### src/wdt_defs.svh
`ifndef WDT_DEFS_SVH
`define WDT_DEFS_SVH

// ----------------------------------------
// Register location and field layout
// ----------------------------------------
`define WDT_IO_ADDR 16'h0079
`define WDT_INTERVAL_MASK 8'h07
`define WDT_MODE_BIT 3
`define WDT_EN1_BIT 4
`define WDT_EN2_BIT 5
`define WDT_FLAG1_BIT 6
`define WDT_FLAG2_BIT 7
`define WDT_RESET_ENABLE_MASK 8'h20
`define WDT_NMI_FLAG_MASK 8'h40
`define WDT_RESET_VALUE 8'h00

// ----------------------------------------
// Timing
// ----------------------------------------
`define WDT_CLK_HZ 50000000
`define WDT_SLOW_MAX_HZ 32
`define WDT_STAGE_MS 250
`define WDT_INTERVAL_MS0 250
`define WDT_INTERVAL_MS1 500
`define WDT_INTERVAL_MS2 1000
`define WDT_INTERVAL_MS3 4000
`define WDT_INTERVAL_MS4 8000
`define WDT_INTERVAL_MS5 32000
`define WDT_INTERVAL_MS6 64000
`define WDT_INTERVAL_MS7 256000
// Slow ticks for a least time; one extra tick covers the phase of the first edge
`define WDT_MS_TO_TICKS(ms) ((((ms) * `WDT_SLOW_MAX_HZ) + 999) / 1000 + 1)
`define WDT_STAGE_TICKS `WDT_MS_TO_TICKS(`WDT_STAGE_MS)
`define WDT_RESET_PULSE_NS 1000
`define WDT_RESET_PULSE_CYC ((`WDT_RESET_PULSE_NS * (`WDT_CLK_HZ / 1000000)) / 1000)

`endif

### src/wdt_pkg.sv
package wdt_pkg;

  typedef enum logic [1:0] {
    ST_COUNT = 2'b00,
    ST_STAGE1 = 2'b01,
    ST_HOLD = 2'b10
  } wdt_state_t;

  typedef logic [13:0] tick_count_t;

endpackage

### src/two_stage_watchdog.sv
`timescale 1ns/10ps
`include "wdt_defs.svh"

// How it works
// - Timeout drives NMI or INIT, reset follows
// - Bits 0-2 pick one of eight intervals
// - Any register read restarts the count
// - Any register write also restarts the count
// - Power-up clears stage flags and enables
// - Sticky flag marks watchdog-caused reset
// - Count runs from slow RC clock ticks
// - Timeout never earlier than programmed minimum
// - Bit 0x20 enables the hard reset
// - Bit 0x40 reads one after first stage
// - Mask 0x07 interval, code 1 is 500ms
// - Missed strobe with reset enabled resets system
// - First stage leads reset by one stage
// - First stage may request INIT instead
module two_stage_watchdog
  import wdt_pkg::*;
(
  // Clock and power-up reset
  input wire logic clk_i,
  input wire logic rst_i,
  // Slow RC clock pin
  input wire logic slow_clk_i,
  // I/O port access
  input wire logic [15:0] io_addr_i,
  input wire logic io_rd_i,
  input wire logic io_wr_i,
  input wire logic [7:0] io_wdata_i,
  output logic [7:0] io_rdata_o,
  // Stage outputs
  output logic nmi_o,
  output logic init_o,
  output logic sys_reset_o
);

  // ----------------------------------------
  // Interval decode
  // ----------------------------------------
  function automatic tick_count_t interval_ticks(input logic [2:0] code);
    int t;
    t = 0;
    case (code)
      3'h0: t = `WDT_MS_TO_TICKS(`WDT_INTERVAL_MS0);
      3'h1: t = `WDT_MS_TO_TICKS(`WDT_INTERVAL_MS1);
      3'h2: t = `WDT_MS_TO_TICKS(`WDT_INTERVAL_MS2);
      3'h3: t = `WDT_MS_TO_TICKS(`WDT_INTERVAL_MS3);
      3'h4: t = `WDT_MS_TO_TICKS(`WDT_INTERVAL_MS4);
      3'h5: t = `WDT_MS_TO_TICKS(`WDT_INTERVAL_MS5);
      3'h6: t = `WDT_MS_TO_TICKS(`WDT_INTERVAL_MS6);
      default: t = `WDT_MS_TO_TICKS(`WDT_INTERVAL_MS7);
    endcase
    return t[13:0];
  endfunction

  localparam tick_count_t STAGE_TICKS = tick_count_t'(`WDT_STAGE_TICKS);
  localparam logic [5:0] PULSE_LAST = 6'(`WDT_RESET_PULSE_CYC - 1);

  // ----------------------------------------
  // Slow clock synchroniser
  // ----------------------------------------
  logic slow_meta_reg;
  logic slow_sync_reg;
  logic slow_prev_reg;

  always_ff @(posedge clk_i or posedge rst_i)
  begin
    if (rst_i)
    begin
      slow_meta_reg <= 1'b0;
      slow_sync_reg <= 1'b0;
      slow_prev_reg <= 1'b0;
    end
    else
    begin
      slow_meta_reg <= slow_clk_i;
      slow_sync_reg <= slow_meta_reg;
      slow_prev_reg <= slow_sync_reg;
    end
  end

  // One enable per rising RC edge; the strobe acts at once on the fast clock
  wire tick = slow_sync_reg & ~slow_prev_reg;

  // ----------------------------------------
  // Register decode
  // ----------------------------------------
  logic [2:0] interval_reg;
  logic mode_reg;
  logic en1_reg;
  logic en2_reg;
  logic flag1_reg;
  logic flag2_reg;
  wdt_state_t state_reg;
  wdt_state_t state_next;
  tick_count_t cnt_reg;
  tick_count_t cnt_next;
  logic [5:0] pulse_reg;

  wire addr_hit = (io_addr_i == `WDT_IO_ADDR);
  wire rd_hit = io_rd_i & addr_hit;
  wire wr_hit = io_wr_i & addr_hit;
  wire strobe = rd_hit | wr_hit;
  wire armed = en1_reg | en2_reg;
  wire [7:0] csr_value = {flag2_reg, flag1_reg, en2_reg, en1_reg, mode_reg, interval_reg};
  wire tick_count_t limit = interval_ticks(interval_reg);
  wire tick_count_t cnt_inc = cnt_reg + 14'h0001;
  wire fire1 = (state_reg == ST_COUNT) && (state_next == ST_STAGE1);
  wire fire2 = (state_reg == ST_STAGE1) && (state_next == ST_HOLD);
  wire pulse_done = (pulse_reg == PULSE_LAST);

  // ----------------------------------------
  // Stage sequencer
  // ----------------------------------------
  always_comb
  begin
    state_next = state_reg;
    cnt_next = cnt_reg;
    case (state_reg)
      ST_COUNT:
      begin
        if (strobe)
          cnt_next = 14'h0000;
        else if (tick && armed)
        begin
          if (cnt_inc >= limit)
          begin
            state_next = ST_STAGE1;
            cnt_next = 14'h0000;
          end
          else
            cnt_next = cnt_inc;
        end
      end
      ST_STAGE1:
      begin
        // A strobe from the handler cancels the pending reset
        if (strobe || !armed)
        begin
          state_next = ST_COUNT;
          cnt_next = 14'h0000;
        end
        else if (tick)
        begin
          if (cnt_inc >= STAGE_TICKS && en2_reg)
          begin
            state_next = ST_HOLD;
            cnt_next = 14'h0000;
          end
          else if (cnt_inc < STAGE_TICKS)
            cnt_next = cnt_inc;
        end
      end
      ST_HOLD:
      begin
        cnt_next = 14'h0000;
        if (pulse_done)
          state_next = ST_COUNT;
      end
      default:
      begin
        state_next = ST_COUNT;
        cnt_next = 14'h0000;
      end
    endcase
  end

  always_ff @(posedge clk_i or posedge rst_i)
  begin
    if (rst_i)
    begin
      state_reg <= ST_COUNT;
      cnt_reg <= 14'h0000;
      pulse_reg <= 6'h00;
    end
    else
    begin
      state_reg <= state_next;
      cnt_reg <= cnt_next;
      pulse_reg <= (state_reg == ST_HOLD) ? pulse_reg + 6'h01 : 6'h00;
    end
  end

  // ----------------------------------------
  // Control and status register
  // ----------------------------------------
  // Only rst_i clears flag2, a write-one also clears flag1; the reset this block issues leaves them set
  always_ff @(posedge clk_i or posedge rst_i)
  begin
    if (rst_i)
    begin
      interval_reg <= 3'h0;
      mode_reg <= 1'b0;
      en1_reg <= 1'b0;
      en2_reg <= 1'b0;
      flag1_reg <= 1'b0;
      flag2_reg <= 1'b0;
    end
    else
    begin
      if (wr_hit)
      begin
        interval_reg <= io_wdata_i[2:0];
        mode_reg <= io_wdata_i[`WDT_MODE_BIT];
        en1_reg <= io_wdata_i[`WDT_EN1_BIT];
        en2_reg <= io_wdata_i[`WDT_EN2_BIT];
      end
      // Disarm after the hard reset so a slow boot is not reset again
      if (state_reg == ST_HOLD && pulse_done)
      begin
        en1_reg <= 1'b0;
        en2_reg <= 1'b0;
      end
      // Setting wins over a write-one clear in the same cycle
      if (fire1 && en1_reg)
        flag1_reg <= 1'b1;
      else if (wr_hit && io_wdata_i[`WDT_FLAG1_BIT])
        flag1_reg <= 1'b0;
      if (fire2)
        flag2_reg <= 1'b1;
    end
  end

  // ----------------------------------------
  // Registered outputs
  // ----------------------------------------
  always_ff @(posedge clk_i or posedge rst_i)
  begin
    if (rst_i)
    begin
      io_rdata_o <= 8'h00;
      nmi_o <= 1'b0;
      init_o <= 1'b0;
      sys_reset_o <= 1'b0;
    end
    else
    begin
      io_rdata_o <= rd_hit ? csr_value : 8'h00;
      nmi_o <= (state_next == ST_STAGE1) && en1_reg && !mode_reg;
      init_o <= (state_next == ST_STAGE1) && en1_reg && mode_reg;
      sys_reset_o <= (state_next == ST_HOLD);
    end
  end
endmodule // two_stage_watchdog

### config.mk
export PLATFORM = sky130hd
export DESIGN_NAME = two_stage_watchdog
export DESIGN_NICKNAME = d
export VERILOG_FILES = /design/src/wdt_pkg.sv /design/src/two_stage_watchdog.sv
export VERILOG_INCLUDE_DIRS = /design/src
export SDC_FILE = /design/constraint.sdc
export NUM_CORES = 1
export LEC_CHECK = 0
export ABC_AREA = 1
export BUFFER_PORTS_ARGS = -buffer_cell sky130_fd_sc_hd__buf_2
export CORE_ASPECT_RATIO = 0.6
export CORE_UTILIZATION = 25
export DETAILED_ROUTE_END_ITERATION = 10
export GPL_TIMING_DRIVEN = 0
export PLACE_DENSITY_LB_ADDON = 0.12
export SLEW_MARGIN = 20
export SYNTH_ARGS = -nofsm -noshare
export SYNTH_HDL_FRONTEND = slang
export SYNTH_SLANG_ARGS = --single-unit
### constraint.sdc
create_clock -name clk_i -period 6.84 [get_ports clk_i]
set_input_delay 1.368 -clock clk_i [delete_from_list [all_inputs] [get_ports clk_i]]
set_output_delay 1.368 -clock clk_i [all_outputs]
set_load 0.02 [all_outputs]
==> report_table.html, run 1 <==
<table>
<tr><th>Metric</th><th>Value</th></tr>
<tr><th colspan="2">Place</th></tr>
<tr><td>Cell count after placement</td><td>509</td></tr>
<tr><td>Placed wire-length estimate after detailed placement</td><td>5280 um</td></tr>
<tr><td>Count of input and output buffers</td><td>38</td></tr>
<tr><td>Global placement routability congestion</td><td>0.834</td></tr>
<tr><td>Area after DPL</td><td>2880 um^2</td></tr>
<tr><td>Worst slack at placement</td><td>3480 ps</td></tr>
<tr><th colspan="2">Clock tree</th></tr>
<tr><td>Number of clock buffers inserted by TritonCTS</td><td>5</td></tr>
<tr><td>Number of hold-repair buffers added at the cts stage</td><td>0</td></tr>
<tr><td>Number of sinks on the clock net</td><td>44</td></tr>
<tr><td>Maximum clock insertion buffer count</td><td>2</td></tr>
<tr><td>Number of H-tree levels</td><td>2</td></tr>
<tr><td>Reg clk slew, reported paths</td><td>60 ps</td></tr>
<tr><td>Post-CTS setup repair buffer count</td><td>0</td></tr>
<tr><td>Worst skew pair latency</td><td>280 ps</td></tr>
<tr><td>Root buffer cell</td><td>clkbuf_16</td></tr>
<tr><td>CTS tree</td><td>done</td></tr>
<tr><td>Post_cts resized</td><td>0</td></tr>
<tr><th colspan="2">Detailed routing</th></tr>
<tr><td>Via/cell ratio</td><td>4.34</td></tr>
<tr><td>Number of violations reported at the end of detailed-routing iteration 0</td><td>159</td></tr>
<tr><td>Highest layer used for signal routing</td><td>met4</td></tr>
<tr><td>Iteration count of the initial detailed-routing pass</td><td>5</td></tr>
<tr><td>Wire length per cell</td><td>12.7 um</td></tr>
<tr><td>Met2 wire len</td><td>2280 um</td></tr>
<tr><td>WL met3</td><td>308 um</td></tr>
<tr><td>Wirelength, routed</td><td>6560 um</td></tr>
<tr><td>Final ANT Viol Nets</td><td>0</td></tr>
<tr><td>DRC violations left</td><td>0</td></tr>
<tr><td>Wire length on met1</td><td>3930 um</td></tr>
<tr><td>Via count</td><td>2,239</td></tr>
<tr><th colspan="2">Final layout</th></tr>
<tr><td>Utilization after layout</td><td>32.4%</td></tr>
<tr><td>Total of fill cells in the finished design</td><td>1,017</td></tr>
<tr><td>Final non-filler cell area</td><td>3060 um^2</td></tr>
<tr><td>Relative area change from synthesis to final layout</td><td>22.3%</td></tr>
<tr><td>Max FFs per register</td><td>14</td></tr>
<tr><td>Total inserted antenna cells</td><td>0</td></tr>
<tr><td>Fraction of final layout cells with drive strength greater than 1</td><td>16.3%</td></tr>
<tr><td>Non-filler instance count after layout</td><td>516</td></tr>
<tr><td>Total Nets Final</td><td>427</td></tr>
<tr><th colspan="2">Power</th></tr>
<tr><td>VDD IR-drop max</td><td>0.124 mV</td></tr>
<tr><td>Overall Power</td><td>0.582 mW</td></tr>
<tr><td>Standby leakage power</td><td>1.66 nW</td></tr>
<tr><td>Cell Pwr Density</td><td>190 nW/um^2</td></tr>
<tr><th colspan="2">STA</th></tr>
<tr><td>Max-slew violation total from the final report</td><td>0</td></tr>
<tr><td>Final hold violation count</td><td>0</td></tr>
<tr><td>Final total negative setup slack</td><td>0 ps</td></tr>
<tr><td>Final setup viols</td><td>0</td></tr>
<tr><td>Setup repair after global routing missed its margin</td><td>false</td></tr>
<tr><td>Pin slew with the least headroom to its limit</td><td>517 ps</td></tr>
<tr><td>Hold WS</td><td>351 ps</td></tr>
<tr><td>Share of the clock period used by the worst path after layout</td><td>44.9%</td></tr>
<tr><td>Worst-case clock skew</td><td>3.35 ps</td></tr>
<tr><td>Minimum clock period</td><td>3070 ps</td></tr>
<tr><td>Worst-case setup margin in the final layout</td><td>3770 ps</td></tr>
<tr><td>Maximum achievable frequency</td><td>0.326 GHz</td></tr>
<tr><td>Worst slew margin relative to its limit</td><td>65.5%</td></tr>
<tr><th colspan="2">Critical path</th></tr>
<tr><td>Kind of critical path</td><td>in2reg</td></tr>
<tr><td>Worst flop-to-flop path startpoint</td><td>cnt_reg[1]$_DFFE_PP0P_</td></tr>
<tr><td>Endpoint arrival time on the critical path</td><td>3240 ps</td></tr>
<tr><td>Worst Setup EP</td><td>cnt_reg[5]$_DFFE_PP0P_</td></tr>
<tr><td>Required time at the worst-slack endpoint</td><td>7010 ps</td></tr>
<tr><td>Worst setup SP type</td><td>primary input</td></tr>
<tr><td>Endpoint class of the critical path</td><td>flop</td></tr>
<tr><td>Max Fanout on Critical Path</td><td>10</td></tr>
<tr><td>Setup crit start</td><td>io_addr_i[15]</td></tr>
<tr><td>Logic depth of the worst register-to-register path</td><td>17</td></tr>
<tr><td>Internal reg-to-reg setup slack</td><td>4240 ps</td></tr>
<tr><td>Endpoint of the worst-slack reg-to-reg timing path</td><td>cnt_reg[11]$_DFFE_PP0P_</td></tr>
<tr><th colspan="2">Yosys</th></tr>
<tr><td>Sequential fraction of the synthesis area</td><td>44.0%</td></tr>
<tr><td>Most common cell in the netlist</td><td>nand2_1</td></tr>
<tr><td>Number of cells produced by synthesis</td><td>340</td></tr>
<tr><td>Synth Register Bits</td><td>44</td></tr>
<tr><td>Warnings from Yosys</td><td>0</td></tr>
<tr><td>Top cell type's share of synthesized area</td><td>44.0%</td></tr>
<tr><td>Synth area leaders</td><td>dfrtp_1 (44%), nand2_1 (15%), nand3_1 (8.4%)</td></tr>
<tr><td>Synth cell count leaders</td><td>nand2_1 (100), dfrtp_1 (44), inv_1 (44), nor2_1 (44), nand3_1 (42)</td></tr>
<tr><td>Biggest area consumer among synthesized cells</td><td>dfrtp_1</td></tr>
<tr><td>Cell area after synthesis</td><td>2500 um^2</td></tr>
<tr><td>Synth Net Count</td><td>381</td></tr>
<tr><td>Count of flip-flops with a built-in enable after synthesis</td><td>0</td></tr>
<tr><td>Async set-reset flop share out of synthesis</td><td>100%</td></tr>
<tr><td>Per-instance average area after synthesis</td><td>7.37 um^2</td></tr>
<tr><td>Most used flip-flop cell after synthesis</td><td>dfrtp_1</td></tr>
<tr><td>Distinct cell type count after synthesis</td><td>29</td></tr>
<tr><th colspan="2">Global routing</th></tr>
<tr><td>Global-route wire length before repair</td><td>10,600 um</td></tr>
<tr><td>Overflow after GRT</td><td>0</td></tr>
<tr><td>Initial antenna violation count</td><td>0</td></tr>
<tr><td>Combined global-route utilization of all metal layers</td><td>13.3%</td></tr>
<tr><td>Vias in the first global route</td><td>1,992</td></tr>
<tr><td>Largest net degree at the start of global routing</td><td>24</td></tr>
<tr><th colspan="2">Run status</th></tr>
<tr><td>Status</td><td>finished, final reports clean</td></tr>
<tr><th colspan="2">Floorplan</th></tr>
<tr><td>Std cell rows</td><td>27</td></tr>
<tr><td>Vertical extent of the die</td><td>79.5 um</td></tr>
<tr><td>Starting density of the core</td><td>26.5%</td></tr>
<tr><td>Core area</td><td>9460 um^2</td></tr>
<tr><td>Total Die Area</td><td>10,400 um^2</td></tr>
<tr><td>I/O pin count</td><td>40</td></tr>
<tr><td>Die Wd</td><td>131 um</td></tr>
<tr><th colspan="2">Min path</th></tr>
<tr><td>Kind of path behind the tightest hold check</td><td>reg2reg</td></tr>
<tr><th colspan="2">Job</th></tr>
<tr><td>Max capacitance violation total</td><td>0</td></tr>
</table>
-- worst min-delay path by stage --
| stage | from | end | slack, ps | depth (start not counted) |
|---|---|---|---|---|
| global placement | slow_meta_reg$_DFF_PP0_ | slow_sync_reg$_DFF_PP0_ | 330 | 0 |
| floorplan | slow_meta_reg$_DFF_PP0_ | slow_sync_reg$_DFF_PP0_ | 330 | 0 |
| global route | slow_meta_reg$_DFF_PP0_ | slow_sync_reg$_DFF_PP0_ | 370 | 0 |
| CTS | slow_meta_reg$_DFF_PP0_ | slow_sync_reg$_DFF_PP0_ | 350 | 0 |
| finish | slow_meta_reg$_DFF_PP0_ | slow_sync_reg$_DFF_PP0_ | 350 | 0 |
| detailed placement | slow_meta_reg$_DFF_PP0_ | slow_sync_reg$_DFF_PP0_ | 330 | 0 |
-- cell usage in the layout (no fill, tap or decap), types with 2 or more instances in the layout --
master	n
nor2_1	44
a21oi_1	5
nor3_1	5
o22ai_1	2
dfrtp_1	44
o21ai_0	7
clkbuf_16	5
nand4_1	7
nor2_2	4
nand3b_1	4
inv_2	3
nand2_1	100
o21bai_1	2
nand2_2	3
buf_2	39
ha_1	12
nand3_1	42
inv_1	43
bufinv_16	2
-- kinds of logic (layout without fill, tap and decap cells) --
kind of cell / count (synthesis) / in the layout / share of synthesized area, %
simple gates: 214 / 214 / 37.3
compound gates: 21 / 21 / 4.89
fa+ha+maj: 12 / 12 / 5.99
flops: 44 / 44 / 44.0
buf+inv: 49 / 95 / 7.84
-- power breakdown --
group | internal [mW] | switching [mW]
clock network | 0.207 | 0.0975
registers | 0.261 | 0.000287
logic | 0.00736 | 0.00885
-- final cells by class --
type | count | area [um^2] | area share (%)
Clock buffer | 5 | 125 | 4.08
Inverter | 46 | 173 | 5.64
Buffer | 3 | 23.8 | 0.776
Tap cell | 130 | 163 | 5.31
Sequential cell | 44 | 1100 | 35.9
Multi-Input combinational cell | 247 | 1210 | 39.4
Clock inverter | 2 | 60.1 | 1.96
Timing Repair Buffer | 39 | 210 | 6.86
-- critical path, cell delays in order --
cell	delay, ps
buf_2	90
nor2_1	100
nand2_1	60
nor2_1	150
nand3_1	390
nand2_1	180
nor3_1	80
o21ai_0	150
nand3b_1	240
buf_2	270
nand2_1	100
nand2_1	50
-- per-layer routing --
layer  global-route usage (%)  vias up
met4                     3.53        0
met5                        0        -
met2                     15.9       49
met3                     2.86        2
met1                     22.0     1018
li1                         -     1170
No activity file was read; power rests on OpenSTA's default activity.
==> run 2, diff against run 1 <==
--- a/config.mk
+++ b/config.mk
@@ -6,7 +6,7 @@
 export SDC_FILE = /design/constraint.sdc
 export NUM_CORES = 1
 export LEC_CHECK = 0
-export ABC_AREA = 1
+export ABC_AREA = 0
 export BUFFER_PORTS_ARGS = -buffer_cell sky130_fd_sc_hd__buf_2
 export CORE_ASPECT_RATIO = 0.6
 export CORE_UTILIZATION = 25
==> constraint.sdc (replaced) <==
create_clock -name clk_i -period 2.7 [get_ports clk_i]
set_input_delay 0.54 -clock clk_i [delete_from_list [all_inputs] [get_ports clk_i]]
set_output_delay 0.54 -clock clk_i [all_outputs]
set_load 0.02 [all_outputs]
==> run 2 against run 1 <==
Effect of this change:
- the run now ends with design-rule violations, negative setup slack left
- sequential power rose to 2.5 times the previous value
- die area rose by 11%
- synthesized cell count fell by 14%
==> report_table.html, run 2 <==
<table>
<tr><th>Metric</th><th>Value</th></tr>
<tr><th colspan="2">Critical path</th></tr>
<tr><td>Kind of critical path</td><td>reg2reg</td></tr>
<tr><td>Max Fanout on Critical Path</td><td>7 (-3)</td></tr>
<tr><td>Endpoint arrival time on the critical path</td><td>3280 ps (+40 ps)</td></tr>
<tr><td>Worst setup SP type</td><td>flop</td></tr>
<tr><td>Internal reg-to-reg setup slack</td><td>-370 ps (-4610 ps)</td></tr>
<tr><td>Endpoint class of the critical path</td><td>flop</td></tr>
<tr><td>Required time at the worst-slack endpoint</td><td>2910 ps (-4100 ps)</td></tr>
<tr><th colspan="2">Yosys</th></tr>
<tr><td>Number of cells produced by synthesis</td><td>291 (-14%)</td></tr>
<tr><td>Per-instance average area after synthesis</td><td>9.56 um^2 (+30%)</td></tr>
<tr><td>Synth Net Count</td><td>332 (-13%)</td></tr>
<tr><td>Most used flip-flop cell after synthesis</td><td>dfrtp_1</td></tr>
<tr><td>Count of flip-flops with a built-in enable after synthesis</td><td>0 (unchanged)</td></tr>
<tr><td>Distinct cell type count after synthesis</td><td>67 (+130%)</td></tr>
<tr><td>Sequential fraction of the synthesis area</td><td>39.6% (-4.4 points)</td></tr>
<tr><td>Biggest area consumer among synthesized cells</td><td>dfrtp_1</td></tr>
<tr><td>Synth Register Bits</td><td>44 (unchanged)</td></tr>
<tr><td>Most common cell in the netlist</td><td>dfrtp_1</td></tr>
<tr><td>Async set-reset flop share out of synthesis</td><td>100% (unchanged)</td></tr>
<tr><td>Cell area after synthesis</td><td>2780 um^2 (+11%)</td></tr>
<tr><td>Synth cell count leaders</td><td>dfrtp_1 (44), nand2_1 (29), nor2_1 (22)</td></tr>
<tr><td>Warnings from Yosys</td><td>0 (unchanged)</td></tr>
<tr><td>Synth area leaders</td><td>dfrtp_1 (40%), ha_1 (5.4%), nand2_1 (3.9%)</td></tr>
<tr><td>Top cell type's share of synthesized area</td><td>39.6% (-4.4 points)</td></tr>
<tr><th colspan="2">Clock tree</th></tr>
<tr><td>Number of hold-repair buffers added at the cts stage</td><td>0 (unchanged)</td></tr>
<tr><td>Reg clk slew, reported paths</td><td>70 ps (about the same)</td></tr>
<tr><td>Number of H-tree levels</td><td>2 (unchanged)</td></tr>
<tr><td>Number of sinks on the clock net</td><td>44 (unchanged)</td></tr>
<tr><td>CTS tree</td><td>done</td></tr>
<tr><td>Number of clock buffers inserted by TritonCTS</td><td>5 (unchanged)</td></tr>
<tr><td>Maximum clock insertion buffer count</td><td>2 (unchanged)</td></tr>
<tr><td>Worst skew pair latency</td><td>290 ps (about the same)</td></tr>
<tr><td>Root buffer cell</td><td>clkbuf_16</td></tr>
<tr><th colspan="2">Global routing</th></tr>
<tr><td>Global-route wire length before repair</td><td>13,300 um (+26%)</td></tr>
<tr><td>Combined global-route utilization of all metal layers</td><td>15.0% (+1.8 points)</td></tr>
<tr><td>Overflow after GRT</td><td>0 (unchanged)</td></tr>
<tr><td>Initial antenna violation count</td><td>0 (unchanged)</td></tr>
<tr><td>Largest net degree at the start of global routing</td><td>26 (+8.3%)</td></tr>
<tr><td>Vias in the first global route</td><td>2,383 (+20%)</td></tr>
<tr><th colspan="2">Detailed routing</th></tr>
<tr><td>Via/cell ratio</td><td>4.83 (+11%)</td></tr>
<tr><td>Wirelength, routed</td><td>8250 um (+26%)</td></tr>
<tr><td>DRC violations left</td><td>3 (+3)</td></tr>
<tr><td>Number of violations reported at the end of detailed-routing iteration 0</td><td>126 (-21%)</td></tr>
<tr><td>Wire length per cell</td><td>16.1 um (+27%)</td></tr>
<tr><td>Iteration count of the initial detailed-routing pass</td><td>7 (+2)</td></tr>
<tr><td>Final ANT Viol Nets</td><td>0 (unchanged)</td></tr>
<tr><td>Via count</td><td>2,467 (+10%)</td></tr>
<tr><th colspan="2">STA</th></tr>
<tr><td>Max-slew violation total from the final report</td><td>0 (unchanged)</td></tr>
<tr><td>Share of the clock period used by the worst path after layout</td><td>114%</td></tr>
<tr><td>Worst-case setup margin in the final layout</td><td>-369 ps (-4140 ps)</td></tr>
<tr><td>Minimum clock period</td><td>3070 ps</td></tr>
<tr><td>Worst-case clock skew</td><td>5.70 ps (+2.35 ps)</td></tr>
<tr><td>Setup repair after global routing missed its margin</td><td>true</td></tr>
<tr><td>Final hold violation count</td><td>0 (unchanged)</td></tr>
<tr><td>Worst slew margin relative to its limit</td><td>68.0% (+2.5 points)</td></tr>
<tr><td>Pin slew with the least headroom to its limit</td><td>479 ps (-37.3 ps)</td></tr>
<tr><td>Final setup viols</td><td>18 (+18)</td></tr>
<tr><td>Final total negative setup slack</td><td>-5050 ps (-5050 ps)</td></tr>
<tr><td>Hold WS</td><td>266 ps (-85.0 ps)</td></tr>
<tr><td>Maximum achievable frequency</td><td>0.326 GHz</td></tr>
<tr><th colspan="2">Power</th></tr>
<tr><td>Standby leakage power</td><td>1.80 nW (+8.7%)</td></tr>
<tr><td>Cell Pwr Density</td><td>350 nW/um^2 (+84%)</td></tr>
<tr><td>VDD IR-drop max</td><td>0.220 mV (+78%)</td></tr>
<tr><th colspan="2">Final layout</th></tr>
<tr><td>Relative area change from synthesis to final layout</td><td>44.7%</td></tr>
<tr><td>Non-filler instance count after layout</td><td>511 (-0.97%)</td></tr>
<tr><td>Total of fill cells in the finished design</td><td>1,069 (+5.1%)</td></tr>
<tr><td>Total Nets Final</td><td>412 (-3.5%)</td></tr>
<tr><td>Final non-filler cell area</td><td>4020 um^2 (+31%)</td></tr>
<tr><td>Total inserted antenna cells</td><td>0 (unchanged)</td></tr>
<tr><td>Fraction of final layout cells with drive strength greater than 1</td><td>44.1% (+28 points)</td></tr>
<tr><td>Leading cell type in the layout, fill and taps excluded</td><td>dfrtp_1</td></tr>
<tr><td>Commonest cells after routing, fill and taps aside</td><td>dfrtp_1 (42), buf_2 (38), buf_4 (33)</td></tr>
<tr><td>Max FFs per register</td><td>14 (unchanged)</td></tr>
<tr><th colspan="2">Place</th></tr>
<tr><td>Area after DPL</td><td>3240 um^2 (+12%)</td></tr>
<tr><td>Placed wire-length estimate after detailed placement</td><td>5910 um (+12%)</td></tr>
<tr><td>Global placement routability congestion</td><td>0.765 (-8.3%)</td></tr>
<tr><td>Count of input and output buffers</td><td>38 (unchanged)</td></tr>
<tr><td>Worst slack at placement</td><td>-734 ps (-4210 ps)</td></tr>
<tr><td>Cell count after placement</td><td>469 (-7.9%)</td></tr>
<tr><th colspan="2">Floorplan</th></tr>
<tr><td>Total Die Area</td><td>11,600 um^2 (+11%)</td></tr>
<tr><td>I/O pin count</td><td>40 (unchanged)</td></tr>
<tr><td>Vertical extent of the die</td><td>83.7 um (+5.2%)</td></tr>
<tr><td>Starting density of the core</td><td>26.0% (-0.50 points)</td></tr>
<tr><td>Die Wd</td><td>138 um (+5.3%)</td></tr>
<tr><td>Std cell rows</td><td>29 (+7.4%)</td></tr>
<tr><td>Core area</td><td>10,700 um^2 (+13%)</td></tr>
<tr><th colspan="2">Run status</th></tr>
<tr><td>Violated checks</td><td>design-rule violations, negative setup slack</td></tr>
<tr><td>Status</td><td>finished, violations left</td></tr>
<tr><th colspan="2">Min path</th></tr>
<tr><td>Kind of path behind the tightest hold check</td><td>in2async</td></tr>
<tr><th colspan="2">Job</th></tr>
<tr><td>Max capacitance violation total</td><td>0 (unchanged)</td></tr>
</table>
[run 2: cell types whose count changed after synthesis, moves of 5 or more]
cell,change
inv_1,-35
and3_1,+10
clkbuf_1,+5
xnor2_1,+7
nand2_1,-71
buf_2,+8
nand3_1,-30
a2bb2oi_1,+6
nand2b_1,+8
nor2_1,-22
o21ai_1,+5
[run 2: layout make-up]
class	count	area [um^2]	share of cell area (%)
Sequential cell	44	1100	27.4
Clock buffer	6	129	3.20
Tap cell	139	174	4.32
Clock inverter	2	35.0	0.871
Multi-Input combinational cell	219	1860	46.3
Timing Repair Buffer	75	512	12.7
Buffer	17	174	4.32
Inverter	9	33.8	0.840
[run 2: through the flow]
stage / utilization (%) / power, mW
2_1_floorplan: - / 0.689
3_3_place_gp: 30.1 / 0.715
3_5_place_dp: 30.2 / 0.719
4_1_cts: 35.9 / 1.43
5_1_grt: 37.6 / 1.47
6_report: 37.6 / 1.41
[run 2: worst paths after layout]
check	from	to	depth (start not counted)
max reg2reg	cnt_reg[3]$_DFFE_PP0P_	cnt_reg[7]$_DFFE_PP0P_	14
max	cnt_reg[3]$_DFFE_PP0P_	cnt_reg[7]$_DFFE_PP0P_	14
min in group clk_i	slow_clk_i	slow_meta_reg$_DFF_PP0_	1
min reg2reg	slow_meta_reg$_DFF_PP0_	slow_sync_reg$_DFF_PP0_	0
min	rst_i	cnt_reg[12]$_DFFE_PP0P_	2
max in group asynchronous	rst_i	interval_reg[2]$_DFFE_PP0P_	3
[run 2: logic make-up (layout without fill, tap and decap cells)]
logic type	count (synthesis)	count (layout)	synth area share, %
buffers and inverters	28	109	4.86
adders and majority gates	12	12	5.40
AOI/OAI and AO/OA	61	61	17.3
muxes	5	5	1.98
and+or+nand+nor	131	131	27.8
xor gates and xnor gates	10	10	3.15
DFF	44	44	39.6
[run 2: critical path, stage by stage (launching register included)]
cell      delay (ps)
dfrtp_1          370
buf_6            110
nand3_4          120
buf_8            170
or3_4            340
nand2_4           80
ha_4             190
o211ai_1         190
nor4b_2           80
o41a_1           360
o31ai_4          250
nand3_2          110
or2_1            250
buf_6            150
o31ai_4          200
[run 2: routing by layer]
metal / track usage [%] / up-vias / share of wire [%]
li1: - / 1227 / -
met1: 24.4 / 1204 / 59
met2: 19.3 / 28 / 38
met3: 3.44 / 8 / 2.8
met4: 2.76 / 0 / 0.64
met5: 0 / - / 0
[run 2: power breakdown]
part	internal, mW	switching [mW]
Sequential	0.661	0.00134
Combinational	0.0199	0.0229
Clock	0.436	0.267
[run 2: repair_timing]
action | 4_1_cts | 5_1_grt
resized for setup | 53 | 27
endpoints found under the setup margin | 18 | 20
setup buffers | 27 | 10
pin swaps | 24 | 8
endpoints found under the hold margin | 0 | 0
